[src/logic/target_mode_supervisor_consts.svh]
// constants for the target mode supervisor
`ifndef TARGET_MODE_SUPERVISOR_CONSTS_SVH
`define TARGET_MODE_SUPERVISOR_CONSTS_SVH

`define TMS_CLK_HZ 8000000
`define TMS_CTRL_BAUD 9600
`define TMS_DATA_BAUD 38400
`define TMS_DATA_BIT_CYC (`TMS_CLK_HZ / `TMS_DATA_BAUD)
`define TMS_BIT_CYC (`TMS_CLK_HZ / `TMS_CTRL_BAUD)
`define TMS_HALF_CYC (`TMS_BIT_CYC / 2)
`define TMS_CNT_W 10
`define TMS_RST_HOLD_US 100
`define TMS_RST_HOLD_CYC ((`TMS_RST_HOLD_US * (`TMS_CLK_HZ / 1000000)))
`define TMS_SETUP_CYC 16
`define TMS_HOLD_W 10
`define TMS_SYNC_BYTE 8'hA5
`define TMS_CMD_EXT 8'h31
`define TMS_CMD_INT 8'h32
`define TMS_CMD_BOOT 8'h33
`define TMS_ACK_BYTE 8'h06

`endif

[src/logic/target_mode_supervisor_pkg.sv]
// types for the target mode supervisor
package target_mode_supervisor_pkg;

	typedef enum logic [2:0]
	{
		MODE_EXT_FLASH = 3'b001,
		MODE_INT_FLASH = 3'b010,
		MODE_SINGLE_BOOT = 3'b100
	} mode_t;

	typedef enum logic [3:0]
	{
		ST_IDLE = 4'b0001,
		ST_ASSERT = 4'b0010,
		ST_SETUP = 4'b0100,
		ST_RUN = 4'b1000
	} seq_t;

	typedef struct packed
	{
		logic ext_access_sel_n;
		logic boot_sel_n;
		logic reset_n;
	} target_ctl_t;

endpackage

[src/logic/target_mode_supervisor.sv]
// serial command supervisor driving target boot mode and reset
`timescale 1ns/100ps
`default_nettype none
`include "target_mode_supervisor_consts.svh"

//////////////////////////////////////////////////////////////////////////////
module target_mode_supervisor
(
	// clock and reset
	input wire logic i_sys_clk,
	input wire logic i_rst,
	// shared serial lines
	input wire logic i_rxd,
	output logic o_txd,
	output logic o_txd_oe,
	// target control
	output target_mode_supervisor_pkg::target_ctl_t o_target,
	// status
	output logic o_led_red
);

	//////////////////////////////////////////////////////////////////////
	// receive path: sync, 9600 baud uart

	logic rx_meta_r;
	logic rx_sync_r;
	logic rx_busy_r;
	logic [`TMS_CNT_W-1:0] rx_cnt_r;
	logic [3:0] rx_bit_r;
	logic [7:0] rx_shift_r;
	logic rx_valid_r;
	logic [7:0] rx_byte_r;

	always_ff @(posedge i_sys_clk or posedge i_rst)
	begin
		if (i_rst)
		begin
			rx_meta_r <= 1'b1;
			rx_sync_r <= 1'b1;
		end
		else
		begin
			rx_meta_r <= i_rxd;
			rx_sync_r <= rx_meta_r;
		end
	end

	// one bit period counted from 8 MHz; 38400 traffic mostly fails framing
	always_ff @(posedge i_sys_clk or posedge i_rst)
	begin
		if (i_rst)
		begin
			rx_busy_r <= 1'b0;
			rx_cnt_r <= 10'h000;
			rx_bit_r <= 4'h0;
			rx_shift_r <= 8'h00;
			rx_valid_r <= 1'b0;
			rx_byte_r <= 8'h00;
		end
		else
		begin
			rx_valid_r <= 1'b0;
			if (!rx_busy_r)
			begin
				if (!rx_sync_r)
				begin
					rx_busy_r <= 1'b1;
					rx_cnt_r <= 10'(`TMS_HALF_CYC);
					rx_bit_r <= 4'h0;
				end
			end
			else if (rx_cnt_r != 10'h000)
				rx_cnt_r <= rx_cnt_r - 10'h001;
			else
			begin
				rx_cnt_r <= 10'(`TMS_BIT_CYC - 1);
				rx_bit_r <= rx_bit_r + 4'h1;
				if (rx_bit_r == 4'h0 && rx_sync_r)
					rx_busy_r <= 1'b0; // false start glitch
				else if (rx_bit_r == 4'h9)
				begin
					rx_busy_r <= 1'b0;
					// no parity, one stop bit; bad stop drops the byte
					if (rx_sync_r)
					begin
						rx_valid_r <= 1'b1;
						rx_byte_r <= rx_shift_r;
					end
				end
				else if (rx_bit_r != 4'h0)
					rx_shift_r <= {rx_sync_r, rx_shift_r[7:1]};
			end
		end
	end

	//////////////////////////////////////////////////////////////////////
	// sequence matcher: sync byte then command byte

	logic armed_r;
	logic cmd_hit_r;
	target_mode_supervisor_pkg::mode_t cmd_mode_r;

	always_ff @(posedge i_sys_clk or posedge i_rst)
	begin
		if (i_rst)
		begin
			armed_r <= 1'b0;
			cmd_hit_r <= 1'b0;
			cmd_mode_r <= target_mode_supervisor_pkg::MODE_EXT_FLASH;
		end
		else
		begin
			cmd_hit_r <= 1'b0;
			if (rx_valid_r)
			begin
				armed_r <= (rx_byte_r == `TMS_SYNC_BYTE);
				if (armed_r)
				begin
					case (rx_byte_r)
						`TMS_CMD_EXT:
						begin
							cmd_hit_r <= 1'b1;
							cmd_mode_r <= target_mode_supervisor_pkg::MODE_EXT_FLASH;
						end
						`TMS_CMD_INT:
						begin
							cmd_hit_r <= 1'b1;
							cmd_mode_r <= target_mode_supervisor_pkg::MODE_INT_FLASH;
						end
						`TMS_CMD_BOOT:
						begin
							cmd_hit_r <= 1'b1;
							cmd_mode_r <= target_mode_supervisor_pkg::MODE_SINGLE_BOOT;
						end
						default:
							cmd_hit_r <= 1'b0;
					endcase
				end
			end
		end
	end

	//////////////////////////////////////////////////////////////////////
	// reset sequencer: assert, settle mode lines, release

	target_mode_supervisor_pkg::seq_t seq_r;
	target_mode_supervisor_pkg::mode_t mode_r;
	logic [`TMS_HOLD_W-1:0] wait_r;
	logic boot_pend_r;
	logic tx_go;

	// start from a reset pulse so external flash is chosen at power-up
	always_ff @(posedge i_sys_clk or posedge i_rst)
	begin
		if (i_rst)
		begin
			seq_r <= target_mode_supervisor_pkg::ST_ASSERT;
			mode_r <= target_mode_supervisor_pkg::MODE_EXT_FLASH;
			wait_r <= 10'(`TMS_RST_HOLD_CYC);
		end
		else
		begin
			case (seq_r)
				target_mode_supervisor_pkg::ST_IDLE:
					seq_r <= target_mode_supervisor_pkg::ST_RUN;
				target_mode_supervisor_pkg::ST_RUN:
					if (cmd_hit_r)
					begin
						seq_r <= target_mode_supervisor_pkg::ST_ASSERT;
						wait_r <= 10'(`TMS_RST_HOLD_CYC);
					end
				target_mode_supervisor_pkg::ST_ASSERT:
					if (wait_r != 10'h000)
						wait_r <= wait_r - 10'h001;
					else
					begin
						// mode lines change only while reset held
						mode_r <= cmd_mode_r;
						seq_r <= target_mode_supervisor_pkg::ST_SETUP;
						wait_r <= 10'(`TMS_SETUP_CYC);
					end
				target_mode_supervisor_pkg::ST_SETUP:
					if (wait_r != 10'h000)
						wait_r <= wait_r - 10'h001;
					else
						seq_r <= target_mode_supervisor_pkg::ST_RUN;
				default:
					seq_r <= target_mode_supervisor_pkg::ST_ASSERT;
			endcase
		end
	end

	always_ff @(posedge i_sys_clk or posedge i_rst)
	begin
		if (i_rst)
			boot_pend_r <= 1'b0;
		else if (cmd_hit_r)
			boot_pend_r <= 1'b1;
		else if (tx_go)
			boot_pend_r <= 1'b0;
	end

	// target control lines from flops
	always_ff @(posedge i_sys_clk or posedge i_rst)
	begin
		if (i_rst)
		begin
			o_target.ext_access_sel_n <= 1'b0;
			o_target.boot_sel_n <= 1'b1;
			o_target.reset_n <= 1'b0;
		end
		else
		begin
			// high for internal flash and single boot, low only for external flash
			o_target.ext_access_sel_n <=
				(mode_r != target_mode_supervisor_pkg::MODE_EXT_FLASH);
			o_target.boot_sel_n <=
				(mode_r != target_mode_supervisor_pkg::MODE_SINGLE_BOOT);
			o_target.reset_n <=
				(seq_r == target_mode_supervisor_pkg::ST_RUN);
		end
	end

	// red led lit while target held in reset or not in external mode
	always_ff @(posedge i_sys_clk or posedge i_rst)
	begin
		if (i_rst)
			o_led_red <= 1'b1;
		else
			o_led_red <= (seq_r != target_mode_supervisor_pkg::ST_RUN)
				|| (mode_r != target_mode_supervisor_pkg::MODE_EXT_FLASH);
	end

	//////////////////////////////////////////////////////////////////////
	// acknowledge transmitter, tristated when silent

	logic tx_busy_r;
	logic [`TMS_CNT_W-1:0] tx_cnt_r;
	logic [3:0] tx_bit_r;
	logic [9:0] tx_frame_r;

	// ack after target released so it never collides with target replies
	assign tx_go = boot_pend_r && !tx_busy_r && !rx_busy_r
		&& seq_r == target_mode_supervisor_pkg::ST_RUN && !cmd_hit_r;

	always_ff @(posedge i_sys_clk or posedge i_rst)
	begin
		if (i_rst)
		begin
			tx_busy_r <= 1'b0;
			tx_cnt_r <= 10'h000;
			tx_bit_r <= 4'h0;
			tx_frame_r <= 10'h3FF;
		end
		else if (tx_go)
		begin
			tx_busy_r <= 1'b1;
			tx_cnt_r <= 10'(`TMS_BIT_CYC - 1);
			tx_bit_r <= 4'h0;
			tx_frame_r <= {1'b1, `TMS_ACK_BYTE, 1'b0};
		end
		else if (tx_busy_r)
		begin
			if (tx_cnt_r != 10'h000)
				tx_cnt_r <= tx_cnt_r - 10'h001;
			else
			begin
				tx_cnt_r <= 10'(`TMS_BIT_CYC - 1);
				tx_frame_r <= {1'b1, tx_frame_r[9:1]};
				tx_bit_r <= tx_bit_r + 4'h1;
				if (tx_bit_r == 4'h9)
					tx_busy_r <= 1'b0;
			end
		end
	end

	assign o_txd = tx_frame_r[0];
	assign o_txd_oe = tx_busy_r;
endmodule
`default_nettype wire

[config.mk]
export PLATFORM = sky130hd
export DESIGN_NAME = target_mode_supervisor
export DESIGN_NICKNAME = d
export VERILOG_FILES = /design/src/logic/target_mode_supervisor_pkg.sv /design/src/logic/target_mode_supervisor.sv
export VERILOG_INCLUDE_DIRS = /design/src /design/src/logic
export SDC_FILE = /design/constraint.sdc
export NUM_CORES = 1
export LEC_CHECK = 0
export ABC_AREA = 1
export BUFFER_PORTS_ARGS = -buffer_cell sky130_fd_sc_hd__buf_2
export CORE_MARGIN = 3
export CORE_UTILIZATION = 60
export DETAILED_ROUTE_END_ITERATION = 8
export PLACE_DENSITY = 0.77
export SETUP_SLACK_MARGIN = 0.3
export SYNTH_ARGS = -nofsm -noshare
export SYNTH_HDL_FRONTEND = slang
export SYNTH_SLANG_ARGS = --single-unit
[constraint.sdc]
create_clock -name i_sys_clk -period 4.95 [get_ports i_sys_clk]
set_input_delay 0.99 -clock i_sys_clk [delete_from_list [all_inputs] [get_ports i_sys_clk]]
set_output_delay 0.99 -clock i_sys_clk [all_outputs]
set_load 0.01 [all_outputs]
==> flow_summary.json <==
{
  "ir_drop_v": 0.000214,
  "vias": 3251,
  "sw_frac_of_total_pct": 20.4,
  "final_hold_viol_count": 0,
  "drt_pass1_iterations": 4,
  "status": "completed",
  "min_path_type": "register to register",
  "fin_worst_skew_ns": 0.00964,
  "hold_ws_ns": 0.359,
  "clkTransAtPathRegs_ns": 0.08,
  "antenna_cells": 0,
  "m1WireLength_um": 3590,
  "cts_max_path_buffers": 2,
  "synthArstFlopShare_pct": 100,
  "crit_path_end_kind": "output port",
  "multi_input_area_mm2": 0.00176,
  "intPower_mw": 0.937,
  "path_delay_family": "flip-flops",
  "grt_pass1_wl_um": 13300,
  "grt_pass1_vias": 3077,
  "final_core_util_pct": 68.9,
  "top_level_ports": 9,
  "cts_tree": "yes",
  "syn_nets": 536,
  "cts_max_level": 3,
  "period_needed_ns": 2.01,
  "pwr-share-comb_pct": 1.2,
  "cp.arrival_ns": 1.02,
  "post_drt_wl_per_cell_um": 11.5,
  "met2WireLength_um": 3400,
  "synth_top_area_share_pct": 38.5,
  "critPathMaxStageDelay_ns": 0.48,
  "whs_path_depth": 0,
  "totalWireLength_um": 7320,
  "crit_chain": "buf_2",
  "ys_seq_area_share_pct": 50.4,
  "initial_utilization_pct": 64.3,
  "synth-main-ff-cell": "dfrtp_1",
  "cts_setup_buffers": 0,
  "place.gp.congestion": 0.849,
  "power_density_mw_per_mm2": 260,
  "netlist_instances": 522,
  "drt_iter0_drc": 178,
  "clkPwrFrac_pct": 40.3,
  "worst_slew_pin_slew_ns": 0.913,
  "share_seq_of_total_power_pct": 58.5,
  "cts.repair.resized": 0,
  "setup_tns_ns": 0,
  "start_kind": "register",
  "timing.slew.headroom_pct": 39.1,
  "clock-sinks": 84,
  "antenna_found_initial": 0,
  "ys_types": 33,
  "cap_violations": 0,
  "synth_area_mm2": 0.00422,
  "synth-seq-cells": 84,
  "nNetsFinal": 550,
  "synth_area_leader_cell": "dfrtp_1",
  "grt_max_degree": 57,
  "worstPathRequired_ns": 3.96,
  "drive_above_1_share_pct": 12.0,
  "crit_path_max_fanout": 7,
  "area_delta_synth_final_pct": 7.23,
  "clk_latency_ns": 0.35,
  "core_area_mm2": 0.00657,
  "crit_buf_inv": 1,
  "ys.warnings.count": 0,
  "drc": 0,
  "critical_path_cell_count": 1,
  "slowest_stage": "dfrtp_1",
  "numCtsBuffers": 9,
  "ff2ff_path_depth": 9,
  "synth.area.top_cells": "dfrtp_1 (39%), nand2_1 (12%), dfstp_2 (12%), inv_1 (6.6%), o21ai_0 (5.2%)",
  "leakage_nw": 2.16,
  "fmax_ghz": 0.499,
  "grtUsageTotal_pct": 19.6,
  "slew_violations": 0,
  "dieArea_mm2": 0.00808,
  "routed.top_layer": "met4",
  "period_share_pct": 40.5,
  "path_class": "register to output port",
  "netSwitchingPower_mw": 0.240,
  "synth_edf_count": 0,
  "grt-ovfl-total": 0,
  "fillCellCount": 533,
  "io_buffers": 8,
  "avgSynthCellArea_um2": 8.08,
  "setup_viol": 0,
  "cts_hold_repair.buffers": 0,
  "avgViaCountPerCell": 5.13,
  "rsz0062_at_grt": "false",
  "route.antenna.remaining_nets": 0,
  "seq_area_mm2": 0.00213,
  "rows": 29,
  "clockRootBuffer": "clkbuf_8",
  "dr_wl_met3_um": 229,
  "die_x_um": 89.9,
  "hpwl_um": 5150,
  "die_y_um": 89.9
}
## cell usage after synthesis (4+ instances only)
library cell	n
nor2_2	4
nor2_1	52
nor3_1	5
ha_1	11
nand4_1	7
a21oi_1	9
nand3_1	42
dfstp_2	19
inv_1	74
xor2_1	5
nand2_1	139
o21ai_2	8
dfrtp_1	65
o21ai_0	44
o21ai_1	11
## cells in the final DEF, fill, tap and decap left out, types with 7 or more instances in the layout
cell / n
nand3_1: 42
buf_2: 8
inv_1: 73
dfrtp_1: 65
o21ai_2: 8
o21ai_1: 11
clkbuf_8: 10
a21oi_1: 9
ha_1: 11
nand4_1: 7
nor2_1: 52
nand2_1: 139
o21ai_0: 44
dfstp_2: 19
## state kept, by name (all words and copies together) (netlist names), 3 cells and up
register,flops
tx_bit_r,4
tx_frame_r,9
mode_r,3
rx_byte_r,8
o_target,3
rx_cnt_r,10
rx_bit_r,4
wait_r,10
cmd_mode_r,3
seq_r,3
rx_shift_r,8
tx_cnt_r,10
## final cells by class
type | count | area share [%]
tap | 93 | 2.57
sequential | 84 | 47.0
multi-input combinational | 355 | 38.8
timing repair buffer | 9 | 1.05
inverter | 77 | 6.44
clock inverter | 2 | 0.774
clock buffer | 14 | 3.37
## per-stage QoR
step / setup WS (ns) / area [um^2] / std cells / power (mW)
after floorplan: 1.83 / 4220 / 522 / 0.711
after global placement: 2.78 / 4340 / 618 / 0.717
after detailed placement: 2.76 / 4340 / 618 / 0.717
after CTS: 2.93 / 4530 / 634 / 1.19
after global routing: 2.82 / 4530 / 634 / 1.22
final: 2.94 / 4530 / 634 / 1.18
## power groups by stage
stage,Clock [mW],Sequential [mW],Combinational [mW]
2_1_floorplan,0,0.701,0.0103
3_3_place_gp,0,0.701,0.0154
3_5_place_dp,0,0.701,0.0156
4_1_cts,0.487,0.688,0.0156
5_1_grt,0.517,0.688,0.0173
6_report,0.474,0.688,0.0143
## logic make-up after synthesis
group           after synthesis  synth area share [%]
xor+xnor                      7                  1.45
flops                        84                  50.4
fa+ha+maj                    11                  3.26
compound gates               79                  10.9
simple gates                258                  26.0
buf+inv                      83                  8.00
## layer usage
metal  track usage (%)  up-vias
li1                  -     1690
met1              25.9     1508
met2              32.6       44
met3              4.09        9
met4              6.38        0
met5                 0        -
## worst paths after layout
path | end | slack [ns] | from
min | rx_sync_r | 0.36 | rx_meta_r
min reg2reg | rx_sync_r | 0.36 | rx_meta_r
max | o_txd_oe | 2.94 | o_txd_oe
min in group asynchronous | rx_byte_r[4] | 0.80 | i_rst
max in group asynchronous | wait_r[5] | 3.24 | i_rst
max reg2reg | wait_r[7] | 3.03 | wait_r[5]
Note: power is estimated with default switching activity, not from simulation.
